`config.mk`:
```
export PLATFORM = sky130hd
export DESIGN_NAME = vidsmp_top
export DESIGN_NICKNAME = d
export VERILOG_FILES = /design/src/verilog/vidsmp_pkg.sv /design/src/verilog/vidsmp_sync_norm.sv /design/src/verilog/vidsmp_pulse_gen.sv /design/src/verilog/vidsmp_top.sv
export VERILOG_INCLUDE_DIRS = /design/src /design/src/verilog
export SDC_FILE = /design/constraint.sdc
export NUM_CORES = 1
export LEC_CHECK = 0
export BUFFER_PORTS_ARGS = -buffer_cell sky130_fd_sc_hd__buf_4
export CORE_MARGIN = 2
export CORE_UTILIZATION = 55
export DETAILED_ROUTE_END_ITERATION = 10
export HOLD_SLACK_MARGIN = 0.15
export PLACE_DENSITY = 0.84
export SLEW_MARGIN = 20
export SYNTH_ARGS = -nofsm -noshare
export SYNTH_HDL_FRONTEND = slang
export SYNTH_SLANG_ARGS = --single-unit
```
`constraint.sdc`:
```
create_clock -name SYS_CLK -period 7.3 [get_ports SYS_CLK]
set_input_delay 0 -clock SYS_CLK [delete_from_list [all_inputs] [get_ports SYS_CLK]]
set_output_delay 0 -clock SYS_CLK [all_outputs]
set_load 0.005 [all_outputs]
```
`src/verilog/vidsmp_cfg.svh`:
```
// Register offsets, field positions and reset values of the video input sampler.
// Assumes an 8-bit register port with byte-wide subaddresses.
`ifndef VIDSMP_CFG_SVH
`define VIDSMP_CFG_SVH
`define VS_ADDR_POL 8'h21
`define VS_ADDR_VOFF_LO 8'h23
`define VS_ADDR_VOFF_HI 8'h24
`define VS_ADDR_HOFF_LO 8'h25
`define VS_ADDR_HOFF_HI 8'h26
`define VS_ADDR_VLEN_LO 8'h27
`define VS_ADDR_VLEN_HI 8'h28
`define VS_ADDR_HLEN_LO 8'h29
`define VS_ADDR_HLEN_HI 8'h2a
`define VS_ADDR_CLAMP_START 8'h2b
`define VS_ADDR_CLAMP_END 8'h2c
`define VS_ADDR_GAIN_START 8'h2d
`define VS_ADDR_GAIN_END 8'h2e
`define VS_ADDR_STATUS 8'h30
`define VS_BIT_HPOL 0
`define VS_BIT_VPOL 1
`define VS_BIT_CLAMP_POL 2
`define VS_BIT_GAIN_POL 3
`define VS_BIT_SEQ 4
`define VS_BIT_EN 5
`define VS_POL_RESET 8'h00
`define VS_VOFF_RESET 11'h000
`define VS_HOFF_RESET 12'h000
`define VS_VLEN_RESET 11'h000
`define VS_HLEN_RESET 12'h000
`define VS_PULSE_RESET 8'h00
`endif

```
`src/verilog/vidsmp_pkg.sv`:
```
// Types shared by the video input sampler.
// Assumes vidsmp_cfg.svh holds the register offsets, bit positions and reset values; state encodings are set here.
package vidsmp_pkg;
    typedef enum logic [1:0] {
        VS_ST_WAIT = 2'b01,
        VS_ST_RUN = 2'b10
    } vidsmp_state_t;
    typedef logic [7:0] vidsmp_byte_t;
endpackage : vidsmp_pkg

```
`src/verilog/vidsmp_sync_norm.sv`:
```
// Sync pin synchroniser and polarity normaliser.
// Assumes an asynchronous sync pin; one clock, clock enable freezes state.
`timescale 1ns/1ns
`default_nettype none
module vidsmp_sync_norm (
    input wire logic clk, // Clock
    input wire logic rst, // Async reset, active high
    input wire logic ce, // Clock enable
    input wire logic pin, // Raw sync pin
    input wire logic pol_high, // 1: sync active high
    output logic start_o, // One-cycle timing start
    output logic act_o // Sync active, normalised
);
    logic s1_r;
    logic s2_r;
    logic prev_r;
    always_ff @(posedge clk or posedge rst) begin
        if (rst) begin
            s1_r <= 1'b0;
            s2_r <= 1'b0;
            prev_r <= 1'b0;
        end else if (ce) begin
            s1_r <= pin;
            s2_r <= s1_r;
            prev_r <= s2_r;
        end
    end
    // End of the active pulse is the timing start in both polarities
    assign act_o = s2_r ^ ~pol_high;
    assign start_o = ce && (prev_r ^ ~pol_high) && !act_o;
endmodule : vidsmp_sync_norm
`default_nettype wire

```
`src/verilog/vidsmp_pulse_gen.sv`:
```
// Programmable pulse after the line start, with selectable output polarity.
// Assumes start_i is a one-cycle normalised line start.
`timescale 1ns/1ns
`default_nettype none
module vidsmp_pulse_gen #(
    parameter int CW = 9
) (
    input wire logic clk, // Clock
    input wire logic rst, // Async reset, active high
    input wire logic ce, // Clock enable
    input wire logic start_i, // Line start pulse
    input wire logic [7:0] begin_i, // Cycles to pulse start
    input wire logic [7:0] end_i, // Cycles to pulse end
    input wire logic pol_high, // 1: pulse active high
    output logic out_r // Pulse pin level
);
    logic [CW-1:0] cnt_r;
    logic act;
    // Counter parks at all ones so no pulse repeats before the next line
    always_ff @(posedge clk or posedge rst) begin
        if (rst) begin
            cnt_r <= '1;
        end else if (ce) begin
            if (start_i)
                cnt_r <= '0;
            else if (cnt_r != '1)
                cnt_r <= cnt_r + 1'b1;
        end
    end
    assign act = (cnt_r >= {1'b0, begin_i}) && (cnt_r < {1'b0, end_i});
    always_ff @(posedge clk or posedge rst) begin
        if (rst)
            out_r <= 1'b1;
        else if (ce)
            out_r <= pol_high ? act : !act;
    end
endmodule : vidsmp_pulse_gen
`default_nettype wire

```
`src/verilog/vidsmp_top.sv`:
```
// Input interface sync and sampling control of the video input path.
// Assumes sync and converter data pins are asynchronous and pass two flip-flops;
// register port is driven on SYS_CLK by a simple master.
`include "vidsmp_cfg.svh"
`timescale 1ns/1ns
`default_nettype none
module vidsmp_top #(
    parameter int DW = 24,
    parameter int HW = 12,
    parameter int VW = 11
) (
    input wire logic SYS_CLK, // 50 MHz clock
    input wire logic RESET, // Async reset, active high
    input wire logic CE, // Clock enable
    input wire logic [7:0] ADDR, // Register address
    input wire logic [7:0] WDATA, // Write data
    input wire logic WR, // Write strobe
    input wire logic RD, // Read strobe
    output vidsmp_pkg::vidsmp_byte_t RDATA, // Read data, cycle after RD
    input wire logic HORIZONTAL_SYNC_INPUT, // Horizontal sync pin
    input wire logic VERTICAL_SYNC_INPUT, // Vertical sync pin
    input wire logic [DW-1:0] PORT_GROUP0_DATA, // Converter 0 data
    input wire logic [DW-1:0] PORT_GROUP1_DATA, // Converter 1 data
    output logic CLAMP_PULSE, // Clamp pulse pin
    output logic GAIN_CORRECTION_PULSE, // Gain correction pulse pin
    output logic [DW-1:0] SMP_DATA, // Captured sample
    output logic SMP_VALID, // Sample valid
    output logic SMP_CONV // Converter of SMP_DATA
);
    import vidsmp_pkg::*;

    function automatic logic in_range(input logic [12:0] cnt, input logic [12:0] off, input logic [12:0] len);
        in_range = (cnt >= off) && (cnt < off + len);
    endfunction : in_range

    logic [7:0] pol_r;
    logic [VW-1:0] voff_r;
    logic [HW-1:0] hoff_r;
    logic [VW-1:0] vlen_r;
    logic [HW-1:0] hlen_r;
    logic [7:0] clamp_start_r;
    logic [7:0] clamp_end_r;
    logic [7:0] gain_start_r;
    logic [7:0] gain_end_r;
    vidsmp_byte_t rdata_r;
    logic [HW-1:0] hcnt_r;
    logic [VW-1:0] vcnt_r;
    logic phase_r;
    vidsmp_state_t st_r;
    vidsmp_state_t st_nxt;
    logic [DW-1:0] d0_s1_r;
    logic [DW-1:0] d0_s2_r;
    logic [DW-1:0] d1_s1_r;
    logic [DW-1:0] d1_s2_r;
    logic [DW-1:0] smp_data_r;
    logic smp_valid_r;
    logic smp_conv_r;

    wire h_start;
    wire v_start;
    wire h_act;
    wire v_act;
    wire smp_en = pol_r[`VS_BIT_EN];
    wire seq = pol_r[`VS_BIT_SEQ];
    wire wr_pol = WR && ADDR == `VS_ADDR_POL;
    wire wr_voff_lo = WR && ADDR == `VS_ADDR_VOFF_LO;
    wire wr_voff_hi = WR && ADDR == `VS_ADDR_VOFF_HI;
    wire wr_hoff_lo = WR && ADDR == `VS_ADDR_HOFF_LO;
    wire wr_hoff_hi = WR && ADDR == `VS_ADDR_HOFF_HI;
    wire wr_vlen_lo = WR && ADDR == `VS_ADDR_VLEN_LO;
    wire wr_vlen_hi = WR && ADDR == `VS_ADDR_VLEN_HI;
    wire wr_hlen_lo = WR && ADDR == `VS_ADDR_HLEN_LO;
    wire wr_hlen_hi = WR && ADDR == `VS_ADDR_HLEN_HI;
    wire [7:0] status = {3'h0, st_r == VS_ST_RUN, phase_r, smp_valid_r, v_act, h_act};
    wire [7:0] rdata_nxt = (RD && ADDR == `VS_ADDR_STATUS) ? status : 8'h00;
    wire h_win = in_range({1'b0, hcnt_r}, {1'b0, hoff_r}, {1'b0, hlen_r});
    wire v_win = in_range({2'b00, vcnt_r}, {2'b00, voff_r}, {2'b00, vlen_r});
    wire in_win = h_win && v_win && st_r == VS_ST_RUN;
    wire capture = smp_en && in_win;

    vidsmp_sync_norm u_hsync (
        .clk(SYS_CLK),
        .rst(RESET),
        .ce(CE),
        .pin(HORIZONTAL_SYNC_INPUT),
        .pol_high(pol_r[`VS_BIT_HPOL]),
        .start_o(h_start),
        .act_o(h_act)
    );
    vidsmp_sync_norm u_vsync (
        .clk(SYS_CLK),
        .rst(RESET),
        .ce(CE),
        .pin(VERTICAL_SYNC_INPUT),
        .pol_high(pol_r[`VS_BIT_VPOL]),
        .start_o(v_start),
        .act_o(v_act)
    );
    vidsmp_pulse_gen u_clamp (
        .clk(SYS_CLK),
        .rst(RESET),
        .ce(CE),
        .start_i(h_start),
        .begin_i(clamp_start_r),
        .end_i(clamp_end_r),
        .pol_high(pol_r[`VS_BIT_CLAMP_POL]),
        .out_r(CLAMP_PULSE)
    );
    vidsmp_pulse_gen u_gain (
        .clk(SYS_CLK),
        .rst(RESET),
        .ce(CE),
        .start_i(h_start),
        .begin_i(gain_start_r),
        .end_i(gain_end_r),
        .pol_high(pol_r[`VS_BIT_GAIN_POL]),
        .out_r(GAIN_CORRECTION_PULSE)
    );

    // Write-only registers; offsets and lengths split into low and high bytes
    always_ff @(posedge SYS_CLK or posedge RESET) begin
        if (RESET) begin
            pol_r <= `VS_POL_RESET;
            voff_r <= `VS_VOFF_RESET;
            hoff_r <= `VS_HOFF_RESET;
            vlen_r <= `VS_VLEN_RESET;
            hlen_r <= `VS_HLEN_RESET;
        end else if (CE) begin
            if (wr_pol)
                pol_r <= WDATA;
            if (wr_voff_lo)
                voff_r[7:0] <= WDATA;
            if (wr_voff_hi)
                voff_r[VW-1:8] <= WDATA[VW-9:0];
            if (wr_hoff_lo)
                hoff_r[7:0] <= WDATA;
            if (wr_hoff_hi)
                hoff_r[HW-1:8] <= WDATA[HW-9:0];
            if (wr_vlen_lo)
                vlen_r[7:0] <= WDATA;
            if (wr_vlen_hi)
                vlen_r[VW-1:8] <= WDATA[VW-9:0];
            if (wr_hlen_lo)
                hlen_r[7:0] <= WDATA;
            if (wr_hlen_hi)
                hlen_r[HW-1:8] <= WDATA[HW-9:0];
        end
    end

    always_ff @(posedge SYS_CLK or posedge RESET) begin
        if (RESET) begin
            clamp_start_r <= `VS_PULSE_RESET;
            clamp_end_r <= `VS_PULSE_RESET;
            gain_start_r <= `VS_PULSE_RESET;
            gain_end_r <= `VS_PULSE_RESET;
        end else if (CE && WR) begin
            if (ADDR == `VS_ADDR_CLAMP_START)
                clamp_start_r <= WDATA;
            if (ADDR == `VS_ADDR_CLAMP_END)
                clamp_end_r <= WDATA;
            if (ADDR == `VS_ADDR_GAIN_START)
                gain_start_r <= WDATA;
            if (ADDR == `VS_ADDR_GAIN_END)
                gain_end_r <= WDATA;
        end
    end

    // Only status reads back; the setup registers are write-only
    always_ff @(posedge SYS_CLK or posedge RESET) begin
        if (RESET)
            rdata_r <= 8'h00;
        else if (CE)
            rdata_r <= rdata_nxt;
    end
    assign RDATA = rdata_r;

    // Capture starts at a frame boundary so a half frame is never taken
    always_comb begin
        st_nxt = st_r;
        unique case (st_r)
            VS_ST_WAIT: begin
                if (smp_en && v_start)
                    st_nxt = VS_ST_RUN;
            end
            VS_ST_RUN: begin
                if (!smp_en)
                    st_nxt = VS_ST_WAIT;
            end
            default: st_nxt = VS_ST_WAIT;
        endcase
    end

    // Data pins pass the same two stages as the sync pins to stay aligned
    always_ff @(posedge SYS_CLK or posedge RESET) begin
        if (RESET) begin
            d0_s1_r <= '0;
            d0_s2_r <= '0;
            d1_s1_r <= '0;
            d1_s2_r <= '0;
        end else if (CE) begin
            d0_s1_r <= PORT_GROUP0_DATA;
            d0_s2_r <= d0_s1_r;
            d1_s1_r <= PORT_GROUP1_DATA;
            d1_s2_r <= d1_s1_r;
        end
    end

    always_ff @(posedge SYS_CLK or posedge RESET) begin
        if (RESET) begin
            st_r <= VS_ST_WAIT;
            hcnt_r <= '1;
            vcnt_r <= '1;
            phase_r <= 1'b0;
        end else if (CE) begin
            st_r <= st_nxt;
            if (h_start)
                hcnt_r <= '0;
            else if (hcnt_r != '1)
                hcnt_r <= hcnt_r + 1'b1;
            if (v_start)
                vcnt_r <= '0;
            else if (h_start && vcnt_r != '1)
                vcnt_r <= vcnt_r + 1'b1;
            phase_r <= h_start ? seq : !phase_r;
        end
    end

    always_ff @(posedge SYS_CLK or posedge RESET) begin
        if (RESET) begin
            smp_data_r <= '0;
            smp_valid_r <= 1'b0;
            smp_conv_r <= 1'b0;
        end else if (CE) begin
            smp_valid_r <= capture;
            if (capture) begin
                smp_data_r <= phase_r ? d1_s2_r : d0_s2_r;
                smp_conv_r <= phase_r;
            end
        end
    end
    assign SMP_DATA = smp_data_r;
    assign SMP_VALID = smp_valid_r;
    assign SMP_CONV = smp_conv_r;
endmodule : vidsmp_top
`default_nettype wire

```
### Yosys cells after proc, flatten, opt, wreduce, memory -nomap -nowiden

Index checks and enable logic that the tools add are counted.

* $add $sub $neg: 6
* multipliers: 0
* div/mod/pow operators: 0
* magnitude comparators: 8
* eq/ne operators: 22
* shifts and indexed selects: 0
* muxes and demuxes: 16
* bitwise operators: 6
* reduce and logical (&&, ||, !) cells: 52

Operators by type and width (number)
* 8-bit by 6-bit equality test with 1-bit output (second input constant): 14
* 9-bit 2-to-1 mux: 4
* 2-bit AND reduction: 18
* 1-bit logical AND: 24
* 12-bit 2-to-1 mux: 2
* 24-bit 2-to-1 mux: 1
* 11-bit 2-to-1 mux: 2
* 9-bit by 1-bit adder with 9-bit output (second input constant): 2
* 9-bit by 8-bit >= comparator with 1-bit output: 2
* 9-bit by 8-bit < comparator with 1-bit output: 2
* 9-bit inequality test (second input constant): 2
* 12-bit by 12-bit adder with 13-bit output: 1
* 12-bit by 13-bit < comparator with 1-bit output: 1
* 11-bit by 11-bit adder with 12-bit output: 1
* 12-bit by 1-bit adder with 12-bit output (second input constant): 1
* 12-bit >= comparator: 1
* 11-bit by 12-bit < comparator with 1-bit output: 1
* 12-bit inequality test (second input constant): 1
* 11-bit by 1-bit adder with 11-bit output (second input constant): 1
* 11-bit >= comparator: 1
* 11-bit inequality test (second input constant): 1
* 2-bit nonzero test: 4
* 1-bit zero test: 5
* 5-bit 2-to-1 mux: 1
* 9 further kinds: 17

* register bits: 266
* bits in latches: 0
* RAM bits: 0
* bits in read-only memories: 0
* bits of input ports: 71
* output and inout bits: 36
* memories: 0

### Depth between registers and ports, before layout

* word-level depth: 7
* mapped depth: 18
* mapped depth without buffers: 17

### Hierarchy

Synthesis repeated with hierarchy kept, for this count alone.

* cell total of the unflattened synthesis: 1124
* area, all modules: 13650.6 um2

By module, submodules not included
* vidsmp_top: times used 1, cells an instance 888, area an instance 11511.0 um2, seq. area each 5960.7 um2
* vidsmp_pulse_gen: times used 2, cells an instance 106, area an instance 925.9 um2, seq. area each 262.8 um2
* vidsmp_sync_norm: times used 2, cells an instance 12, area an instance 143.9 um2, seq. area each 75.1 um2

### Worst setup path after synthesis

Ideal clock, no wire load.

* kind: flip-flop to flip-flop
* start point: register voff_r[0]
* end point: register smp_data_r[10] (netlist: SMP_DATA[10])
* library setup time: 0.125 ns
* arrival time: 4.196 ns
* slack: 2.979 ns
* cell stages (with the launch flop): 18
* buffers on the path: 1
* clock period less this slack: 4.321 ns
* cell sequence: dfrtp_1 > ha_1 > fa_1 > a21o_1 > a21oi_1 > o21bai_1 > a2111oi_0 > nor2_1 > xnor2_1 > ha_1 > a211o_1 > a21oi_1 > o21ai_0 > a221oi_1 > a31oi_1 > a221oi_4 > buf_6 > mux2_2

* longest elaborated chain between the ends: 7
* elaborated cells on any way between the ends: 8
* classes of those cells: add/sub (1); order compare (2); reduce/logical (5)

RTL lines
* start: declaration: RTL line vidsmp_top.sv:37 `logic [VW-1:0] voff_r;`
* start signal: assignment: RTL line vidsmp_top.sv:124 `` voff_r <= `VS_VOFF_RESET; ``
* start signal: indexed assignment: RTL line vidsmp_top.sv:134 `voff_r[VW-1:8] <= WDATA[VW-9:0];`
* 11-bit by 11-bit adder with 12-bit output: RTL line vidsmp_top.sv:33 `in_range = (cnt >= off) && (cnt < off + len);`
* 11-bit by 12-bit < comparator with 1-bit output: RTL line vidsmp_top.sv:33
* 1-bit logical AND *: RTL line vidsmp_top.sv:33
* 1-bit logical AND * (2 in a row): RTL line vidsmp_top.sv:78 `wire in_win = h_win && v_win && st_r == VS_ST_RUN;`
* 1-bit logical AND *: RTL line vidsmp_top.sv:79 `wire capture = smp_en && in_win;`
* 2-bit AND reduction (no source line) *
* end signal: assignment: RTL line vidsmp_top.sv:236 `smp_data_r <= phase_r ? d1_s2_r : d0_s2_r;`
* end: declaration: RTL line vidsmp_top.sv:55 `logic [DW-1:0] smp_data_r;`

Every way passes the cells marked *; elsewhere a longest branch is shown, timed or not.
A chain may end at the register's enable or synchronous reset.

### Worst setup path in the final report

* start point: register voff_r[0]
* end point: register smp_data_r[1] (netlist: SMP_DATA[1])

The elaborated chain is that of the path after synthesis.

==> flow_summary.ini <==
[job]
timing.max_cap.violations = 0

[timing]
max_freq_mhz = 202
rsz0062_at_grt = false
period_share_pct = 67.8
slew_headroom_pct = 28.1
finalSetupViolCount = 0
tns_ns = 0
finalHoldViolCount = 0
min_period_ns = 4.95
skew_ns = 0.0154
worstMarginPinSlew_ns = 1.08
slew_violations = 0
hold_ws_ns = 0.232

[logic_synthesis]
synth_ff_type = dfrtp_1
synth-edff-count = 0
ys_seq_area_share_pct = 49.4
synth_cells = 1120
syn_area_sq_mm = 0.0134
async_flop_share_pct = 100
yosysUniqueCellTypes = 59
syn_avg_cell_area_sq_um = 12.0
synth_seq_cells = 263
yosys_warnings = 0

[cts]
insertion_delay_ns = 0.56
cts_resized = 0
htree_levels = 1
numCtsBuffers = 27
cts_setup_buffers = 0
cts-root-buf = clkbuf_16
clk_pin_slew_ns = 0.06
cts.sink_count = 263
hold_buffers = 96
cts_tree = built
cts_max_path_buffers = 3

[power]
irDropWorstVdd_v = 0.000213
p_leak_uw = 0.00765
power_density_mw_per_mm2 = 227

[setup_path]
endpoint_kind = flop
crit_path_start_kind = flop
cp.arrival_ns = 5.38
critical_path_required_ns = 7.73
critical_path_class = flop to flop
critPathMaxFanout = 26

[global_route]
antenna_found_initial = 0
grt_usage_pct = 24.8
grt_start_max_net_pins = 100
overflow = 0
grt_pass1_wl_mm = 51.5
grt_pass1_vias = 10200

[routing]
route.detailed.drc = 0
wl_per_cell_um = 18.8
drt_iter0_markers = 484
detail-route-antenna-nets = 0
vias = 9409
dr.pass1.iters = 7
viasPerCell = 5.64
routed_wl_mm = 31.3

[floorplan]
fp.coreArea_sq_mm = 0.0242
initial_utilization_pct = 55.6
io_pins = 107
die_w_um = 160
rows = 57
dieArea_sq_mm = 0.0257
die_y_um = 160

[layout]
drive_gt1_share_pct = 32.6
diodes = 0
syn2layout_area_growth_pct = 21.9
final_nets = 1501
fillers = 1661
post-route-util_pct = 67.8

[outcome]
outcome = complete, no violations

[min_path]
worstHoldPathType = input port to flop

[placement]
place.gp.congestion = 0.870
dp_hpwl_mm = 19.2
portBuffers = 103
## Yosys cell counts (6+ instances only)
cell / number / area share (%)
a211oi_1: 6 / 0.34
nor4_1: 6 / 0.28
clkbuf_1: 27 / 0.75
xor2_1: 25 / 1.6
mux2_2: 229 / 19
o21ai_0: 40 / 1.5
a21oi_1: 40 / 1.5
and3_1: 6 / 0.28
nor2_1: 55 / 1.5
xnor2_1: 16 / 1.0
dfstp_2: 44 / 8.6
nor2b_1: 7 / 0.33
dfrtp_1: 219 / 41
a31oi_1: 7 / 0.33
o2bb2ai_1: 6 / 0.39
nor3_1: 15 / 0.56
ha_1: 103 / 9.6
nand3_1: 24 / 0.89
a21o_1: 16 / 0.89
or3_1: 6 / 0.28
nand4_1: 10 / 0.47
nand2b_1: 12 / 0.56
nand2_1: 59 / 1.6
inv_1: 71 / 2.0
## cell usage in the layout, fill, tap and decap left out, types with 15 or more instances in the layout
cell type	n
a21o_1	16
a21oi_1	40
buf_4	109
clkbuf_16	27
dfrtp_1	219
dfstp_2	44
dlygate4sd3_1	96
ha_1	103
inv_1	70
mux2_2	229
nand2_1	59
nand3_1	24
nor2_1	55
nor3_1	15
o21ai_0	40
xnor2_1	16
xor2_1	25
## routing by layer
metal / GRT usage [%] / part of all wire (%) / vias up
li1: - / - / 4390
met1: 30.9 / 42 / 4672
met2: 43.0 / 49 / 278
met3: 5.01 / 5.8 / 69
met4: 8.76 / 3.3 / 0
met5: 0 / 0 / -
## flip-flops by register name (all words and copies together), names as in the netlist, 2 cells and up
name,flops
RDATA,5
SMP_DATA,24
clamp_end_r,8
clamp_start_r,8
d0_s1_r,24
d0_s2_r,24
d1_s1_r,24
d1_s2_r,24
gain_end_r,8
gain_start_r,8
hcnt_r,12
hlen_r,12
hoff_r,12
pol_r,6
st_r,2
u_clamp.cnt_r,9
u_gain.cnt_r,9
vcnt_r,11
vlen_r,11
voff_r,11
## metrics by stage
stage               std cells  instance area, sq um  setup WS, ns  total power, uW
finish                   1669                 16400          2.35             3720
global route             1669                 16400          2.13             3870
CTS                      1669                 16400          2.48             3710
detailed placement       1524                 14500          2.49             2300
global placement         1524                 14500          2.64             2260
floorplan                1122                 13500         0.133             2130
## cell families after synthesis
| family | Yosys count | share of synthesized area (%) |
|---|---|---|
| muxes | 232 | 19.4 |
| DFF | 263 | 49.4 |
| and+or+nand+nor | 220 | 7.99 |
| adders and majority gates | 105 | 9.88 |
| AOI/OAI and AO/OA | 154 | 7.47 |
| xor gates and xnor gates | 41 | 2.67 |
| buffers and inverters | 104 | 3.16 |
| other | 1 | 0.0279 |
## power breakdown
| group | total [uW] | switching, uW | internal [uW] |
|---|---|---|---|
| registers | 1710 | 106 | 1610 |
| clock network | 1380 | 588 | 791 |
| logic | 624 | 295 | 329 |
| total | 3720 | 989 | 2730 |
## path summary, 6_finish.rpt
check / from / cells past startpoint / end / slack, ns
setup / recovery: voff_r[0]$_DFFE_PP0P_ / 17 / SMP_DATA[1]$_DFFE_PP0P_ / 2.35
setup reg to reg: voff_r[0]$_DFFE_PP0P_ / 17 / SMP_DATA[1]$_DFFE_PP0P_ / 2.35
hold / removal: PORT_GROUP0_DATA[15] / 3 / d0_s1_r[15]$_DFFE_PP0P_ / 0.23
max in group asynchronous: RESET / 5 / gain_start_r[1]$_DFFE_PP0P_ / 5.35
min in group asynchronous: RESET / 4 / SMP_DATA[3]$_DFFE_PP0P_ / 0.76
hold reg to reg: RDATA[1]$_DFFE_PP0P_ / 1 / RDATA[1]$_DFFE_PP0P_ / 0.50
## area by class of cell
class / count / area [sq um] / share of cell area [%]
well taps: 324 / 405 / 2.47
multi-input cells: 755 / 6390 / 39.0
inverters: 71 / 274 / 1.67
flip-flops and latches: 263 / 6640 / 40.5
repair buffers: 207 / 1800 / 11.0
clock buffers: 40 / 795 / 4.85
clock inverters: 9 / 90.1 / 0.550
## critical path: stages, from the launching register on
cell	delay, ns
dfrtp_1	0.40
ha_1	0.24
fa_1	0.40
a21o_1	0.17
a21oi_1	0.22
o21bai_1	0.12
a2111oi_0	0.59
nor2_1	0.14
xnor2_1	0.20
ha_1	0.26
a211o_1	0.29
a21oi_1	0.11
o21ai_0	0.12
a221oi_1	0.31
a31oi_1	0.12
a221oi_4	0.27
buf_4	0.41
mux2_2	0.41
Note: power is estimated with default switching activity, not from simulation.
